[src/input_limit_pkg.sv]
// constants for the charger input limit control block
package input_limit_pkg;
    localparam int unsigned CLK_HZ = 25_000_000;
    localparam int unsigned LIMIT_W = 4;
    localparam int unsigned FLOOR_W = 3;
    // register addresses
    localparam logic [7:0] ADDR_CMP_STATUS = 8'h02;
    localparam logic [7:0] ADDR_EXT_DIODE = 8'h0F;
    localparam logic [7:0] ADDR_BUCK_LIMIT = 8'h3E;
    localparam logic [7:0] ADDR_LIMIT_SET = 8'h40;
    localparam logic [7:0] ADDR_CHG_CONT = 8'h42;
    localparam logic [7:0] ADDR_NOTIFY = 8'h50;
    // buck_limit_control fields
    localparam int unsigned BL_LIMIT_LSB = 0;
    localparam int unsigned BL_BUCK_EN = 4;
    localparam int unsigned BL_LOW_POWER = 5;
    localparam int unsigned BL_AUTODETECT = 6;
    localparam int unsigned BL_TEMP_CTRL = 7;
    // limit setting fields
    localparam int unsigned LS_USB_LSB = 0;
    localparam int unsigned LS_WALL_LSB = 4;
    // charge control fields
    localparam int unsigned CC_FLOOR_LSB = 0;
    // ext_diode_control and notify fields
    localparam int unsigned ED_FET_EN = 0;
    localparam int unsigned NT_BLINK_EN = 0;
    // comparator status fields
    localparam int unsigned ST_ATTACH = 0;
    localparam int unsigned ST_WALL = 1;
    localparam int unsigned ST_USB = 2;
    localparam int unsigned ST_BUCK_ON = 3;
    localparam int unsigned ST_EMERG = 4;
    localparam int unsigned ST_DEDICATED = 5;
    localparam int unsigned ST_AT_MIN = 6;
    localparam int unsigned ST_COLLAPSE = 7;
    // values after reset, before the one-time settings are read
    localparam logic [7:0] RST_BUCK_LIMIT = 8'h00;
    localparam logic [7:0] RST_LIMIT_SET = 8'h00;
    localparam logic [7:0] RST_CHG_CONT = 8'h00;
    localparam logic [7:0] RST_EXT_DIODE = 8'h00;
    localparam logic [7:0] RST_NOTIFY = 8'h00;
    localparam logic [3:0] LIMIT_MIN = 4'h0;
    // timing
    localparam int unsigned DEBOUNCE_MS = 10;
    localparam int unsigned DEBOUNCE_CYCLES = DEBOUNCE_MS * (CLK_HZ / 1000);
    localparam int unsigned DETECT_US = 1000;
    localparam int unsigned DETECT_CYCLES = DETECT_US * (CLK_HZ / 1_000_000);
    localparam int unsigned STEP_US = 100;
    localparam int unsigned STEP_CYCLES = STEP_US * (CLK_HZ / 1_000_000);
    localparam int unsigned BLINK_MS = 250;
    localparam int unsigned BLINK_CYCLES = BLINK_MS * (CLK_HZ / 1000);

    typedef enum logic [2:0] {
        ST_OFF = 3'b000,
        ST_DEBOUNCE = 3'b001,
        ST_LOAD = 3'b010,
        ST_DETECT = 3'b011,
        ST_ACTIVE = 3'b100,
        ST_EMERGENCY = 3'b101
    } power_state_t;
endpackage : input_limit_pkg

[src/charger_input_limit_control.sv]
// charger input limit control: registers, supply sequencing, limit source
`timescale 1ns/1ns
// Notes on behaviour
// buck input limit is 4-bit register code
// below floor, step active limit down
// at minimum and collapsed, disable buck
// recovered input steps limit back up
// attach comparator flags 100 mV drop
// comparator output readable in status register
// host programs floor above regulator outputs
// external diode fet only when enabled
// one bit selects automatic USB detection
// not automatic: load wall or USB limit
// D- high picks USB limit, low keeps
// host clears autodetect after powering PHY
// host software writes limit over interface
// USB attach: debounce 10 ms, read settings
// drive D+/D- detection, short means charger
// rail collapse with fault returns to reset
// emergency mode suppresses auto boot, charges
// notify outputs blink in emergency if enabled
// input floor is a 3-bit field
// wall input loads wall limit, has priority
// dedicated charger loads USB charger limit
// host may change limit while charging
// one code per step, clamped both ends
// enter emergency on fault with weak USB
module charger_input_limit_control #(
    parameter int unsigned DEBOUNCE_CYCLES = input_limit_pkg::DEBOUNCE_CYCLES,
    parameter int unsigned DETECT_CYCLES = input_limit_pkg::DETECT_CYCLES,
    parameter int unsigned STEP_CYCLES = input_limit_pkg::STEP_CYCLES,
    parameter int unsigned BLINK_CYCLES = input_limit_pkg::BLINK_CYCLES
) (
    input wire logic clock_i,
    input wire logic rst_b_i,
    input wire logic [7:0] reg_addr_i,
    input wire logic [7:0] reg_wdata_i,
    input wire logic reg_wr_i,
    input wire logic reg_rd_i,
    output logic [7:0] reg_rdata_o,
    input wire logic [7:0] otp_buck_limit_i,
    input wire logic [7:0] otp_limit_set_i,
    input wire logic [7:0] otp_chg_cont_i,
    input wire logic wall_supply_input_i,
    input wire logic usb_vbus_i,
    input wire logic below_floor_i,
    input wire logic attach_drop_comparator_i,
    input wire logic dminus_level_i,
    input wire logic dedicated_short_i,
    input wire logic supply_fault_i,
    input wire logic battery_ready_i,
    input wire logic diode_engaged_i,
    output logic [3:0] active_input_limit_o,
    output logic [2:0] input_voltage_floor_o,
    output logic buck_en_o,
    output logic buck_low_power_o,
    output logic detect_drive_o,
    output logic ext_fet_en_o,
    output logic auto_boot_en_o,
    output logic reset_mode_o,
    output logic notify_out_a_o,
    output logic notify_out_b_o
);
    localparam int unsigned DBW = $clog2(DEBOUNCE_CYCLES + 1);
    localparam int unsigned DTW = $clog2(DETECT_CYCLES + 1);
    localparam int unsigned BKW = $clog2(BLINK_CYCLES + 1);

    if (DEBOUNCE_CYCLES < 1 || DETECT_CYCLES < 1 || BLINK_CYCLES < 1) begin : g_bad_counts
        $error("charger_input_limit_control: counts must be at least one");
    end

    function automatic logic [3:0] field4(input logic [7:0] r, input int unsigned lsb);
        field4 = r[lsb +: 4];
    endfunction : field4

    input_limit_pkg::power_state_t state_q;
    input_limit_pkg::power_state_t state_d;
    logic [7:0] buck_limit_q;
    logic [7:0] limit_set_q;
    logic [7:0] chg_cont_q;
    logic [7:0] ext_diode_q;
    logic [7:0] notify_q;
    logic [DBW-1:0] deb_cnt_q;
    logic [DTW-1:0] det_cnt_q;
    logic [BKW-1:0] blink_cnt_q;
    logic blink_q;
    logic collapse_q;
    logic dedicated_q;
    logic wall_q;
    logic [3:0] working;
    logic supply_present;
    logic deb_done;
    logic det_done;
    logic load_en;
    logic [3:0] load_val;
    logic running;
    logic at_min;
    logic [7:0] status;

    assign supply_present = wall_supply_input_i | usb_vbus_i;
    assign deb_done = deb_cnt_q == DBW'(DEBOUNCE_CYCLES - 1);
    assign det_done = det_cnt_q == DTW'(DETECT_CYCLES - 1);
    assign running = state_q == input_limit_pkg::ST_ACTIVE || state_q == input_limit_pkg::ST_EMERGENCY;
    assign at_min = working == input_limit_pkg::LIMIT_MIN;

    ////////////////////////////////////////////////////////////////////////
    // supply sequencing state machine
    always_comb begin
        state_d = state_q;
        case (state_q)
            input_limit_pkg::ST_OFF: begin
                if (supply_present) begin
                    state_d = input_limit_pkg::ST_DEBOUNCE;
                end
            end
            input_limit_pkg::ST_DEBOUNCE: begin
                if (!supply_present) begin
                    state_d = input_limit_pkg::ST_OFF;
                end else if (deb_done) begin
                    state_d = input_limit_pkg::ST_LOAD;
                end
            end
            input_limit_pkg::ST_LOAD: begin
                if (usb_vbus_i && !wall_supply_input_i && otp_buck_limit_i[input_limit_pkg::BL_AUTODETECT]) begin
                    state_d = input_limit_pkg::ST_DETECT;
                end else begin
                    state_d = input_limit_pkg::ST_ACTIVE;
                end
            end
            input_limit_pkg::ST_DETECT: begin
                if (!supply_present) begin
                    state_d = input_limit_pkg::ST_OFF;
                end else if (det_done) begin
                    state_d = input_limit_pkg::ST_ACTIVE;
                end
            end
            input_limit_pkg::ST_ACTIVE: begin
                if (!supply_present) begin
                    state_d = input_limit_pkg::ST_OFF;
                end else if (supply_fault_i && !wall_supply_input_i && !dedicated_q && !battery_ready_i) begin
                    state_d = input_limit_pkg::ST_EMERGENCY;
                end else if (supply_fault_i) begin
                    state_d = input_limit_pkg::ST_OFF;
                end
            end
            input_limit_pkg::ST_EMERGENCY: begin
                if (!supply_present) begin
                    state_d = input_limit_pkg::ST_OFF;
                end else if (battery_ready_i) begin
                    state_d = input_limit_pkg::ST_ACTIVE;
                end
            end
            default: begin
                state_d = input_limit_pkg::ST_OFF;
            end
        endcase
    end

    always_ff @(posedge clock_i or negedge rst_b_i) begin
        if (!rst_b_i) begin
            state_q <= input_limit_pkg::ST_OFF;
        end else begin
            state_q <= state_d;
        end
    end

    ////////////////////////////////////////////////////////////////////////
    // debounce and detection timers
    always_ff @(posedge clock_i or negedge rst_b_i) begin
        if (!rst_b_i) begin
            deb_cnt_q <= '0;
        end else if (state_q != input_limit_pkg::ST_DEBOUNCE || deb_done) begin
            deb_cnt_q <= '0;
        end else begin
            deb_cnt_q <= deb_cnt_q + DBW'(1);
        end
    end

    always_ff @(posedge clock_i or negedge rst_b_i) begin
        if (!rst_b_i) begin
            det_cnt_q <= '0;
            dedicated_q <= 1'b0;
        end else if (state_q == input_limit_pkg::ST_DETECT) begin
            det_cnt_q <= det_cnt_q + DTW'(1);
            if (det_done) begin
                dedicated_q <= dedicated_short_i;
            end
        end else begin
            det_cnt_q <= '0;
            if (state_q == input_limit_pkg::ST_OFF) begin
                dedicated_q <= 1'b0;
            end
        end
    end

    ////////////////////////////////////////////////////////////////////////
    // limit source selection
    always_comb begin
        load_en = 1'b0;
        load_val = field4(buck_limit_q, input_limit_pkg::BL_LIMIT_LSB);
        if (state_q == input_limit_pkg::ST_LOAD) begin
            load_val = field4(otp_buck_limit_i, input_limit_pkg::BL_LIMIT_LSB);
            if (wall_supply_input_i) begin
                load_en = 1'b1;
                load_val = field4(otp_limit_set_i, input_limit_pkg::LS_WALL_LSB);
            end else if (!otp_buck_limit_i[input_limit_pkg::BL_AUTODETECT]) begin
                load_en = 1'b1;
                if (dminus_level_i) begin
                    load_val = field4(otp_limit_set_i, input_limit_pkg::LS_USB_LSB);
                end
            end
        end else if (state_q == input_limit_pkg::ST_DETECT && det_done && dedicated_short_i) begin
            load_en = 1'b1;
            load_val = field4(limit_set_q, input_limit_pkg::LS_USB_LSB);
        end else if (running && wall_supply_input_i && !wall_q) begin
            load_en = 1'b1;
            load_val = field4(limit_set_q, input_limit_pkg::LS_WALL_LSB);
        end
    end

    always_ff @(posedge clock_i or negedge rst_b_i) begin
        if (!rst_b_i) begin
            wall_q <= 1'b0;
        end else begin
            wall_q <= wall_supply_input_i;
        end
    end

    ////////////////////////////////////////////////////////////////////////
    // register file: settings read on load, host writes otherwise
    always_ff @(posedge clock_i or negedge rst_b_i) begin
        if (!rst_b_i) begin
            buck_limit_q <= input_limit_pkg::RST_BUCK_LIMIT;
            limit_set_q <= input_limit_pkg::RST_LIMIT_SET;
            chg_cont_q <= input_limit_pkg::RST_CHG_CONT;
        end else if (state_q == input_limit_pkg::ST_LOAD) begin
            buck_limit_q <= {otp_buck_limit_i[7:4], load_val};
            limit_set_q <= otp_limit_set_i;
            chg_cont_q <= otp_chg_cont_i;
        end else begin
            if (reg_wr_i && reg_addr_i == input_limit_pkg::ADDR_BUCK_LIMIT) begin
                buck_limit_q <= reg_wdata_i;
            end
            if (load_en) begin
                buck_limit_q[input_limit_pkg::BL_LIMIT_LSB +: 4] <= load_val;
            end
            if (reg_wr_i && reg_addr_i == input_limit_pkg::ADDR_LIMIT_SET) begin
                limit_set_q <= reg_wdata_i;
            end
            if (reg_wr_i && reg_addr_i == input_limit_pkg::ADDR_CHG_CONT) begin
                chg_cont_q <= reg_wdata_i;
            end
        end
    end

    always_ff @(posedge clock_i or negedge rst_b_i) begin
        if (!rst_b_i) begin
            ext_diode_q <= input_limit_pkg::RST_EXT_DIODE;
            notify_q <= input_limit_pkg::RST_NOTIFY;
        end else if (reg_wr_i) begin
            if (reg_addr_i == input_limit_pkg::ADDR_EXT_DIODE) begin
                ext_diode_q <= reg_wdata_i;
            end
            if (reg_addr_i == input_limit_pkg::ADDR_NOTIFY) begin
                notify_q <= reg_wdata_i;
            end
        end
    end

    always_comb begin
        status = '0;
        status[input_limit_pkg::ST_ATTACH] = attach_drop_comparator_i;
        status[input_limit_pkg::ST_WALL] = wall_supply_input_i;
        status[input_limit_pkg::ST_USB] = usb_vbus_i;
        status[input_limit_pkg::ST_BUCK_ON] = buck_en_o;
        status[input_limit_pkg::ST_EMERG] = state_q == input_limit_pkg::ST_EMERGENCY;
        status[input_limit_pkg::ST_DEDICATED] = dedicated_q;
        status[input_limit_pkg::ST_AT_MIN] = at_min;
        status[input_limit_pkg::ST_COLLAPSE] = collapse_q;
    end

    always_ff @(posedge clock_i or negedge rst_b_i) begin
        if (!rst_b_i) begin
            reg_rdata_o <= '0;
        end else if (reg_rd_i) begin
            case (reg_addr_i)
                input_limit_pkg::ADDR_CMP_STATUS: reg_rdata_o <= status;
                input_limit_pkg::ADDR_EXT_DIODE: reg_rdata_o <= ext_diode_q;
                input_limit_pkg::ADDR_BUCK_LIMIT: reg_rdata_o <= buck_limit_q;
                input_limit_pkg::ADDR_LIMIT_SET: reg_rdata_o <= limit_set_q;
                input_limit_pkg::ADDR_CHG_CONT: reg_rdata_o <= chg_cont_q;
                input_limit_pkg::ADDR_NOTIFY: reg_rdata_o <= notify_q;
                default: reg_rdata_o <= '0;
            endcase
        end
    end

    ////////////////////////////////////////////////////////////////////////
    // current limit stepping and collapse handling
    limit_stepper #(
        .WIDTH(input_limit_pkg::LIMIT_W),
        .STEP_CYCLES(STEP_CYCLES)
    ) u_stepper (
        .clock_i(clock_i),
        .rst_b_i(rst_b_i),
        .run_i(running),
        .below_floor_i(below_floor_i),
        .target_i(field4(buck_limit_q, input_limit_pkg::BL_LIMIT_LSB)),
        .working_o(working)
    );

    assign active_input_limit_o = working;

    // buck stays off until the input is back above the floor
    always_ff @(posedge clock_i or negedge rst_b_i) begin
        if (!rst_b_i) begin
            collapse_q <= 1'b0;
        end else if (!running || !below_floor_i) begin
            collapse_q <= 1'b0;
        end else if (at_min && !attach_drop_comparator_i) begin
            collapse_q <= 1'b1;
        end
    end

    ////////////////////////////////////////////////////////////////////////
    // emergency notification blink
    always_ff @(posedge clock_i or negedge rst_b_i) begin
        if (!rst_b_i) begin
            blink_cnt_q <= '0;
            blink_q <= 1'b0;
        end else if (state_q != input_limit_pkg::ST_EMERGENCY) begin
            blink_cnt_q <= '0;
            blink_q <= 1'b0;
        end else if (blink_cnt_q == BKW'(BLINK_CYCLES - 1)) begin
            blink_cnt_q <= '0;
            blink_q <= !blink_q;
        end else begin
            blink_cnt_q <= blink_cnt_q + BKW'(1);
        end
    end

    ////////////////////////////////////////////////////////////////////////
    // registered outputs
    always_ff @(posedge clock_i or negedge rst_b_i) begin
        if (!rst_b_i) begin
            buck_en_o <= 1'b0;
            buck_low_power_o <= 1'b0;
            detect_drive_o <= 1'b0;
            ext_fet_en_o <= 1'b0;
            auto_boot_en_o <= 1'b0;
            reset_mode_o <= 1'b1;
            notify_out_a_o <= 1'b0;
            notify_out_b_o <= 1'b0;
            input_voltage_floor_o <= '0;
        end else begin
            buck_en_o <= running && buck_limit_q[input_limit_pkg::BL_BUCK_EN] && !collapse_q;
            buck_low_power_o <= buck_limit_q[input_limit_pkg::BL_LOW_POWER];
            detect_drive_o <= state_q == input_limit_pkg::ST_DETECT;
            ext_fet_en_o <= ext_diode_q[input_limit_pkg::ED_FET_EN] && diode_engaged_i;
            auto_boot_en_o <= state_q == input_limit_pkg::ST_ACTIVE;
            reset_mode_o <= state_q == input_limit_pkg::ST_OFF || state_q == input_limit_pkg::ST_DEBOUNCE;
            notify_out_a_o <= notify_q[input_limit_pkg::NT_BLINK_EN] && blink_q;
            notify_out_b_o <= notify_q[input_limit_pkg::NT_BLINK_EN] && !blink_q
                && state_q == input_limit_pkg::ST_EMERGENCY;
            input_voltage_floor_o <= chg_cont_q[input_limit_pkg::CC_FLOOR_LSB +: 3];
        end
    end
endmodule : charger_input_limit_control

[src/limit_stepper.sv]
// steps the working input current limit toward its target or minimum
`timescale 1ns/1ns
module limit_stepper #(
    parameter int unsigned WIDTH = 4,
    parameter int unsigned STEP_CYCLES = 2500
) (
    input wire logic clock_i,
    input wire logic rst_b_i,
    input wire logic run_i,
    input wire logic below_floor_i,
    input wire logic [WIDTH-1:0] target_i,
    output logic [WIDTH-1:0] working_o
);
    localparam int unsigned CW = $clog2(STEP_CYCLES + 1);

    logic [CW-1:0] div_q;
    logic step_q;

    if (STEP_CYCLES < 1 || WIDTH < 1) begin : g_bad_params
        $error("limit_stepper: bad parameters");
    end

    ////////////////////////////////////////////////////////////////////////
    // step interval divider
    always_ff @(posedge clock_i or negedge rst_b_i) begin
        if (!rst_b_i) begin
            div_q <= '0;
            step_q <= 1'b0;
        end else if (!run_i || div_q == CW'(STEP_CYCLES - 1)) begin
            div_q <= '0;
            step_q <= run_i;
        end else begin
            div_q <= div_q + CW'(1);
            step_q <= 1'b0;
        end
    end

    ////////////////////////////////////////////////////////////////////////
    // one code per interval, clamped to minimum and target
    always_ff @(posedge clock_i or negedge rst_b_i) begin
        if (!rst_b_i) begin
            working_o <= '0;
        end else if (!run_i) begin
            working_o <= '0;
        end else if (working_o > target_i) begin
            working_o <= target_i;
        end else if (step_q && below_floor_i && working_o != '0) begin
            working_o <= working_o - WIDTH'(1);
        end else if (step_q && !below_floor_i && working_o < target_i) begin
            working_o <= working_o + WIDTH'(1);
        end
    end
endmodule : limit_stepper

[config.mk]
export PLATFORM = sky130hd
export DESIGN_NAME = charger_input_limit_control
export DESIGN_NICKNAME = d
export VERILOG_FILES = /design/src/input_limit_pkg.sv /design/src/charger_input_limit_control.sv /design/src/limit_stepper.sv
export SDC_FILE = /design/constraint.sdc
export NUM_CORES = 1
export LEC_CHECK = 0
export BUFFER_PORTS_ARGS = -buffer_cell sky130_fd_sc_hd__buf_2
export CORE_UTILIZATION = 59
export CTS_BUF_LIST = sky130_fd_sc_hd__clkbuf_16
export CTS_CLUSTER_SIZE = 14
export DETAILED_ROUTE_END_ITERATION = 6
export PLACE_DENSITY = 0.8
export SYNTH_ARGS = -nofsm -noshare
export SYNTH_HDL_FRONTEND = slang
export SYNTH_SLANG_ARGS = --single-unit
export TNS_END_PERCENT = 5
[constraint.sdc]
create_clock -name clock_i -period 2.6 [get_ports clock_i]
set_clock_uncertainty 0.05 [all_clocks]
set_input_delay 0.39 -clock clock_i [delete_from_list [all_inputs] [get_ports clock_i]]
set_output_delay 0.39 -clock clock_i [all_outputs]
set_load 0.03 [all_outputs]
==> results of run 1 <==
## layout make-up
class,count,area (µm²),area share
clock inverter,15,137.6,0.01656
inverter,15,56.30,0.006776
antenna,1,2.502,0.0003012
timing repair buffer,91,516.7,0.06219
sequential,139,3480,0.4188
clock buffer,17,425.4,0.05120
tap,143,178.9,0.02153
multi-input combinational,527,3512,0.4227
## worst register-to-register path, cell delays in order, from the launching register on
cell,delay [ns]
dfrtp_1,0.43
or4_4,0.57
nor4_4,0.30
and3_1,0.38
nor3_2,0.13
a221oi_2,0.28
## layer usage
metal / up-vias / routed length [µm]
met3: 39 / 1270
met1: 2787 / 6995
met4: 0 / 427
met5: - / 0
met2: 227 / 8456
li1: 2690 / -
## power by group through the flow
stage / Combinational [W] / Sequential [W] / Clock (W)
global route: 0.00136 / 0.00277 / 0.00241
finish: 0.00124 / 0.00274 / 0.00230
detailed placement: 0.00122 / 0.00276 / 0
global placement: 0.00116 / 0.00274 / 0
CTS: 0.00124 / 0.00273 / 0.00233
floorplan: 0.000769 / 0.00275 / 0
## metrics by stage
| step | utilization | worst slack [ns] |
|---|---|---|
| 2_1_floorplan | - | 0.4362 |
| 3_3_place_gp | 0.6659 | 0.4947 |
| 3_5_place_dp | 0.6659 | 0.4124 |
| 4_1_cts | 0.7153 | 0.3863 |
| 5_1_grt | 0.7155 | 0.2936 |
| 6_report | 0.7155 | 0.3777 |
## layout by cell type (no fill, tap or decap), types with 12 or more instances in the layout
master     instances
a21oi_1           27
and3_1            16
buf_2             74
buf_4             14
clkbuf_16         17
dfrtp_1          138
inv_1             15
mux2_2            28
mux2i_1           37
nand2_1           56
nand3_1           27
nand4_1           14
nor2_1            88
nor3_1            12
o21ai_0           33
xnor2_1           29
xor2_1            31
## logic make-up (layout without fill, tap and decap cells)
kind of cell,count (synthesis),after routing,share of synthesized area
other cells,0,1,0
flops,139,139,0.4853
compound gates,111,111,0.09896
mux,66,66,0.09721
buf+inv,44,138,0.02548
xor+xnor,60,60,0.07330
simple gates,281,281,0.2040
fa+ha+maj,9,9,0.01571
## path summary, 6_finish.rpt
kind / endpoint / slack [ns] / cells past startpoint
setup reg to reg: buck_limit_q[3] / 0.38 / 5
hold reg to reg: input_voltage_floor_o[0] / 0.35 / 0
hold / removal: ext_fet_en_o / 0.13 / 2
max in group asynchronous: notify_q[5] / 1.32 / 3
min in group asynchronous: u_stepper.div_q[9] / 0.45 / 2
setup / recovery: buck_limit_q[3] / 0.38 / 5
## flip-flops by register name, indices dropped and copies added, names as in the netlist, 3 cells and up
name,cells
limit_set_q,8
u_stepper.working_o,4
det_cnt_q,15
state_q,3
ext_diode_q,8
deb_cnt_q,18
notify_q,8
chg_cont_q,8
reg_rdata_o,8
input_voltage_floor_o,3
buck_limit_q,8
blink_cnt_q,23
u_stepper.div_q,12
## what timing repair did
action / in CTS / in global routing
setup buffers: 0 / 0
hold buffers: 1 / 0
hold endpoints to repair: 54 / 0
==> impl_metrics.tcl, run 1 <==
set metrics [dict create \
    crit_path_start_kind "flip-flop" \
    fin_hold_ws_ns 0.1319 \
    synth_most_common_cell "dfrtp_1" \
    pin_count 76 \
    power_w 0.006275 \
    max-vdd-ir-drop_mv 0.5952 \
    drive_gt1_frac 0.2027 \
    synthesis.area_um2 7169 \
    globalplace.congestion 1.010 \
    swShare 0.3125 \
    clk_latency_ns 0.42 \
    cap_viol_max_count 0 \
    die_h_um 112.2 \
    synth_ff_type "dfrtp_1" \
    failed_checks "DRC" \
    path_clk_slew_ns 0.06 \
    grt_util_met1 0.3615 \
    synth_warnings 0 \
    grt_pass1_wl_mm 28.55 \
    worstSetupPathType "flip-flop to flip-flop" \
    drt_iter0_markers 565 \
    yosysSeqAreaShare 0.4853 \
    finalSetupViolCount 0 \
    worstHoldStart "diode_engaged_i" \
    drc_errors 7 \
    required_ns 2.87 \
    start_util 0.6173 \
    internal_power_w 0.004314 \
    yosysTopAreaCell "dfrtp_1" \
    critPathMaxStageDelay_ns 0.57 \
    met3_usage 0.07775 \
    slowest_stage "or4_4" \
    port_buffers 75 \
    cp.arrival_ns 2.49 \
    startpoint "det_cnt_q[9]" \
    netlist.area_leader.share 0.4817 \
    finalNonFillerCells 948 \
    clockBufferDepth 2 \
    fin_tns_setup_ns 0 \
    dr.pass1.iters 7 \
    design_area_um2 8309 \
    fmax_mhz 450.0 \
    dieArea_um2 12600 \
    layout.nets 853 \
    min_period_ns 2.222 \
    grt_overflow_total 0 \
    path_cells "or4_4, nor4_4, and3_1, nor3_2, a221oi_2" \
    htreeDepth 4 \
    fp.coreArea_um2 11610 \
    cts_resized 0 \
    fp.dieW_um 112.2 \
    finalHoldViolations 0 \
    antenna_found_initial 2 \
    async_flop_share 1.000 \
    placed_area_um2 7734 \
    top_usage_layer "met2" \
    synth-edff-count 0 \
    syn-num-nets 772 \
    cp_max_fo 5 \
    syn-instance-count 710 \
    rr_startpoint "det_cnt_q[9]" \
    end_kind "flip-flop" \
    critPathTopFamily "simple AND/OR/NAND/NOR gates" \
    switching_power_w 0.001961 \
    hold_class "input port to flip-flop" \
    combPwrFrac 0.197 \
    synth_area_leaders "dfrtp_1, mux2i_1, nor2_1" \
    slew_violations 0 \
    cts_tree "yes" \
    outcome "finished, violations left" \
    synth.avg_cell_area_um2 10.10 \
    worst_pin_slew_ns 0.5837 \
    relSlewSlack 0.6097 \
    min_period_over_period 0.8547 \
    grt_pass1_vias 5805 \
    routed_wl_mm 17.15 \
    rsz0062_at_grt "false" \
    cts_root_buf "clkbuf_16" \
    ys_seq_elements 139 \
    dp_hpwl_mm 12.15 \
    vias 5743 \
    seqPwrFrac 0.436 \
    fillers 848 \
    leakagePower_nw 3.663 \
    grt_use_met2 0.4874 \
    power.share.clock 0.366 \
    synth_common_cells "dfrtp_1, nor2_1, nand2_1" \
    ant_nets 0 \
    synth_cell_types 66 \
    rows 39 \
    grt_start_max_net_pins 58 \
    grt_usage 0.2917 \
    vias_per_cell 6.058 \
    wl_per_cell_um 18.09 \
    power_density_nw_per_um2 755.1 \
    syn2layout_area_growth_pct 15.90 \
    cts_made_buffers 17 \
    cts.sinks 139 \
    dp.cells 914 \
    worst-path-buf-inv 0 \
]
No activity file was read; power rests on OpenSTA's default activity.
==> inputs of run 2 (changes only) <==
--- a/config.mk
+++ b/config.mk
@@ -10,7 +10,7 @@
 export CTS_BUF_LIST = sky130_fd_sc_hd__clkbuf_16
 export CTS_CLUSTER_SIZE = 14
 export DETAILED_ROUTE_END_ITERATION = 6
-export PLACE_DENSITY = 0.8
+export PLACE_DENSITY = 0.79
 export SYNTH_ARGS = -nofsm -noshare
 export SYNTH_HDL_FRONTEND = slang
 export SYNTH_SLANG_ARGS = --single-unit
==> run 2 against run 1 <==
Effect of this change:
- the run still ends with DRC left
- non-clock buffer count increased by 1
- combinational power hardly changed
- flip-flop and latch count stayed put
- largest power group unchanged
- sequential share of layout area increased by 0.20 points
- cell count unchanged
- wire length decreased by 2.1%
- cell area fell by 0.47%
- sequential power barely moved
- clock power decreased by 7%
- utilization is 0.33 points lower
- via count about the same
==> impl_metrics.tcl, run 2 (synthesis gave the netlist of run 1 again) <==
set metrics [dict create \
    outcome "finished, violations left" \
    failed_checks "DRC" \
    rows 39 \
    met3_usage 0.06911 \
    leakagePower_nw 3.669 \
    reg_top3 "blink_cnt_q x23, deb_cnt_q x18, det_cnt_q x15" \
    fmax_mhz 452.4 \
    layout.nets 854 \
    cts_tree "yes" \
    dieArea_um2 12600 \
    mostFrequentLayoutCells "dfrtp_1, nor2_1, buf_2" \
    end_kind "flip-flop" \
    dp_hpwl_mm 12.30 \
    grt_use_met2 0.4567 \
    critPathMaxStageDelay_ns 0.57 \
    final_core_util 0.7121 \
    dr.pass1.iters 7 \
    drt_iter0_markers 481 \
    fin_hold_ws_ns 0.1288 \
    drc_errors 11 \
    largest-register "blink_cnt_q" \
    htreeDepth 4 \
    power_w 0.006092 \
    globalplace.congestion 0.9397 \
    cts.sinks 139 \
    grt_overflow_total 0 \
    critPathTopFamily "simple AND/OR/NAND/NOR gates" \
    fillers 867 \
    vias_per_cell 6.061 \
    slowest_stage "or4_4" \
    finalSetupViolCount 0 \
    grt_start_max_net_pins 62 \
    grt_usage 0.2874 \
    antenna_cells 0 \
    largest_reg_flops 23 \
    clk_latency_ns 0.42 \
    fp.dieW_um 112.2 \
    port_buffers 75 \
    placed_area_um2 7741 \
    routed_wl_mm 16.79 \
    syn2layout_area_growth_pct 15.36 \
    max-vdd-ir-drop_mv 0.6280 \
    start_util 0.6173 \
    final_common_cell "dfrtp_1" \
    crit_path_start_kind "flip-flop" \
    pin_count 76 \
    min_period_over_period 0.8502 \
    path_clk_slew_ns 0.05 \
    cts_root_buf "clkbuf_16" \
    cts_made_buffers 17 \
    vias 5746 \
    wl_per_cell_um 17.71 \
    slew_violations 0 \
    ant_nets 0 \
    worst-path-buf-inv 0 \
    finalHoldViolations 0 \
    postCtsSetupRepairBufs 0 \
    grt_pass1_vias 5804 \
    fp.coreArea_um2 11610 \
    worst_pin_slew_ns 0.5700 \
    antenna_found_initial 0 \
    clockBufferDepth 2 \
    top_usage_layer "met2" \
    cp_max_fo 5 \
    hold_class "input port to flip-flop" \
    drive_gt1_frac 0.2000 \
    grt_util_met1 0.3785 \
    design_area_um2 8270 \
    power_density_nw_per_um2 736.5 \
    cap_viol_max_count 0 \
    r2r_slack_ns 0.39 \
    die_h_um 112.2 \
    grt_pass1_wl_mm 28.21 \
    cp.arrival_ns 2.47 \
    required_ns 2.86 \
    min_period_ns 2.210 \
    path_cells "or4_4, nor4_4, and3_1, nor3_2, a221oi_2" \
    fin_tns_setup_ns 0 \
    relSlewSlack 0.6174 \
    worstSetupPathType "flip-flop to flip-flop" \
    rsz0062_at_grt "false" \
]
[run 2: worst paths after layout]
kind / from / cells after the start / endpoint
min in group asynchronous: rst_b_i / 2 / u_stepper.div_q[10]
max in group asynchronous: rst_b_i / 3 / reset_mode_o
max: det_cnt_q[9] / 5 / buck_limit_q[3]
min reg2reg: chg_cont_q[0] / 0 / input_voltage_floor_o[0]
max reg2reg: det_cnt_q[9] / 5 / buck_limit_q[3]
min: otp_buck_limit_i[5] / 3 / buck_limit_q[5]
[run 2: power by group]
group	leakage (nW)	switching [W]	internal (W)	total (W)
Combinational	1.53	0.000758	0.000471	0.00123
Clock	0.273	0.000851	0.00127	0.00213
Sequential	1.87	0.000283	0.00245	0.00274
[run 2: metal layers]
layer  part of all wire  wire (µm)
met5                  0          0
met4              0.028        474
met3              0.071       1195
met2               0.47       7942
met1               0.43       7176
[run 2: what timing repair did]
| action | 4_1_cts | 5_1_grt |
|---|---|---|
| hold buffers | 1 | 0 |
| resized for setup | 0 | 0 |
| endpoints found under the hold margin | 58 | 0 |
[run 2: cell type report]
class                      instances  area [µm²]  share of cell area
clock buffer                      17       425.4             0.05144
clock inverter                    15       93.84             0.01135
inverter                          15       56.30            0.006808
multi-input combinational        527        3512              0.4247
sequential                       139        3480              0.4207
tap                              143       178.9             0.02163
timing repair buffer              92       524.3             0.06339
[run 2: worst min-delay path: stages]
cell,delay [ns]
buf_2,0.07
nand2_1,0.03
o21ai_0,0.06
[run 2: stage by stage]
step / setup WS [ns] / instances
after floorplan: 0.4362 / 710
after detailed placement: 0.4182 / 915
final: 0.3896 / 948
after global placement: 0.4885 / 915
after CTS: 0.4000 / 948
after global routing: 0.2680 / 948
==> inputs of run 3 (changes only) <==
--- a/config.mk
+++ b/config.mk
@@ -6,6 +6,7 @@
 export NUM_CORES = 1
 export LEC_CHECK = 0
 export BUFFER_PORTS_ARGS = -buffer_cell sky130_fd_sc_hd__buf_2
+export CORE_MARGIN = 10
 export CORE_UTILIZATION = 59
 export CTS_BUF_LIST = sky130_fd_sc_hd__clkbuf_16
 export CTS_CLUSTER_SIZE = 14
==> constraint.sdc (replaced) <==
create_clock -name clock_i -period 2.6 [get_ports clock_i]
set_clock_uncertainty 0.05 [all_clocks]
set_input_delay 0.39 -clock clock_i [delete_from_list [all_inputs] [get_ports clock_i]]
set_output_delay 0.39 -clock clock_i [all_outputs]
set_load 0.02 [all_outputs]
==> run 3 against run 2 <==
Effect of this change:
- the run now ends clean
- die area is 35% higher
- sequential power is essentially flat
- power rose by 9.2%
- register-to-register slack worse by 0.15 ns
- critical path type unchanged
- non-clock buffer count grew 2
- highest routed layer is now met5
- critical path depth up 4
- via count grew 0.63%
- clock power rose by 26%
==> impl_metrics.tcl, run 3 (synthesis gave the netlist of run 1 again) <==
set metrics [dict create \
    crit_path_start_kind "flip-flop" \
    relSlewSlack 0.6180 \
    start_util 0.5994 \
    vias_per_cell 6.054 \
    fp.coreArea_um2 11960 \
    wl_per_cell_um 18.93 \
    dpl_worst_slack_ns 0.4048 \
    path_clk_slew_ns 0.06 \
    dr.pass1.iters 5 \
    die_h_um 130.2 \
    dp_hpwl_mm 13.01 \
    clockBufferDepth 2 \
    cp_max_fo 8 \
    cts_tree "yes" \
    outcome "completed" \
    grt_start_max_net_pins 54 \
    rr_startpoint "u_stepper.working_o[1]" \
    design_area_um2 8431 \
    globalplace.congestion 0.8893 \
    fin_tns_setup_ns 0 \
    postCtsSetupRepairBufs 0 \
    clk_latency_ns 0.42 \
    setup_ws_ns 0.2440 \
    drive_gt1_frac 0.2057 \
    ant_nets 0 \
    min_period_over_period 0.9062 \
    fp.dieW_um 130.2 \
    dieArea_um2 16960 \
    placed_area_um2 7761 \
    required_ns 2.88 \
    fillers 871 \
    drt_iter0_markers 437 \
    drc_errors 0 \
    layout.nets 856 \
    fmax_mhz 424.4 \
    syn2layout_area_growth_pct 17.59 \
    grt_pass1_wl_mm 29.74 \
    rsz0062_at_grt "false" \
    pin_count 76 \
    cts.sinks 139 \
    finalSetupViolCount 0 \
    end_kind "flip-flop" \
    htreeDepth 4 \
    hold_class "input port to flip-flop" \
    port_buffers 75 \
    r2r_slack_ns 0.24 \
    power_w 0.006653 \
    largest_reg_flops 23 \
    startpoint "u_stepper.working_o[1]" \
    finalHoldViolations 0 \
    reg2regPathDepth 9 \
    reg_top3 "blink_cnt_q x23, deb_cnt_q x18, det_cnt_q x15" \
    endpoint "u_stepper.working_o[2]" \
    worst_pin_slew_ns 0.5713 \
    grt_usage 0.2237 \
    vias 5782 \
    cp.arrival_ns 2.63 \
    r2r_end "u_stepper.working_o[2]" \
    antenna_found_initial 4 \
    grt_overflow_total 0 \
    power_density_nw_per_um2 789.1 \
    final_common_cell "dfrtp_1" \
    slew_violations 0 \
    largest-register "blink_cnt_q" \
    rows 40 \
    cts_root_buf "clkbuf_16" \
    mostFrequentLayoutCells "dfrtp_1, nor2_1, buf_2" \
    cap_viol_max_count 0 \
    leakagePower_nw 3.739 \
    worstSetupPathType "flip-flop to flip-flop" \
    cts_made_buffers 17 \
    grt_pass1_vias 5871 \
    min_period_ns 2.356 \
    max-vdd-ir-drop_mv 0.4697 \
    routed_wl_mm 18.08 \
]
-- run 3: cell types whose count changed in the layout (fill, tap and decap cells not counted), sizes merged --
cell      before  now
buf           91   93
bufinv         1    6
clkinv        10    6
clkinvlp       1    0
diode          0    1
-- run 3: report_power, final --
| group | leakage, nW | total [W] | switching [W] | internal (W) |
|---|---|---|---|---|
| Clock | 0.332 | 0.00269 | 0.000905 | 0.00179 |
| Combinational | 1.54 | 0.00125 | 0.000760 | 0.000488 |
| Sequential | 1.87 | 0.00271 | 0.000260 | 0.00245 |
-- run 3: per-stage QoR --
stage | util | hold slack, ns | std cells
after CTS | 0.7046 | 0.1176 | 954
after floorplan | - | 0.04441 | 710
after global routing | 0.7046 | 0.1270 | 954
after detailed placement | 0.6488 | 0.3344 | 921
after global placement | 0.6488 | 0.3215 | 921
final | 0.7048 | 0.1299 | 955
-- run 3: layout make-up --
| class | instances | area (µm²) | area share |
|---|---|---|---|
| Timing Repair Buffer | 94 | 539.3 | 0.06397 |
| Antenna cell | 1 | 2.502 | 0.0002968 |
| Tap cell | 147 | 183.9 | 0.02182 |
| Inverter | 15 | 56.30 | 0.006679 |
| Clock inverter | 15 | 231.5 | 0.02746 |
| Sequential cell | 139 | 3480 | 0.4127 |
| Clock buffer | 17 | 425.4 | 0.05046 |
| Multi-Input combinational cell | 527 | 3512 | 0.4166 |
-- run 3: critical path, stage by stage (launching register included) --
cell	delay, ns
dfrtp_1	0.49
nor4_2	0.34
buf_4	0.20
nor2_1	0.09
xor2_1	0.17
ha_1	0.21
nor2_1	0.05
mux2_2	0.30
a21bo_1	0.19
a31oi_1	0.20
-- run 3: repair_timing --
action | in CTS | in global routing
endpoints found under the hold margin | 50 | 0
resized for setup | 0 | 0
hold buffers | 1 | 0
setup endpoints to repair | 0 | 0
-- run 3: how the worst min path moves through the flow --
stage / start / to / slack (ns) / cells after the start
CTS: otp_buck_limit_i[5] / buck_limit_q[5] / 0.12 / 3
global route: otp_buck_limit_i[5] / buck_limit_q[5] / 0.13 / 3
detailed placement: rst_b_i / u_stepper.div_q[6] / 0.33 / 1
finish: otp_buck_limit_i[5] / buck_limit_q[5] / 0.13 / 3
floorplan: rst_b_i / auto_boot_en_o / 0.04 / 0
global placement: rst_b_i / u_stepper.div_q[6] / 0.32 / 1
-- run 3: metal layers --
metal / vias up / part of all wire / global-route usage
met2: 183 / 0.50 / 0.3754
met3: 36 / 0.070 / 0.06126
met5: - / 0.0019 / 0
li1: 2703 / - / -
met4: 6 / 0.017 / 0.08201
met1: 2854 / 0.41 / 0.2697
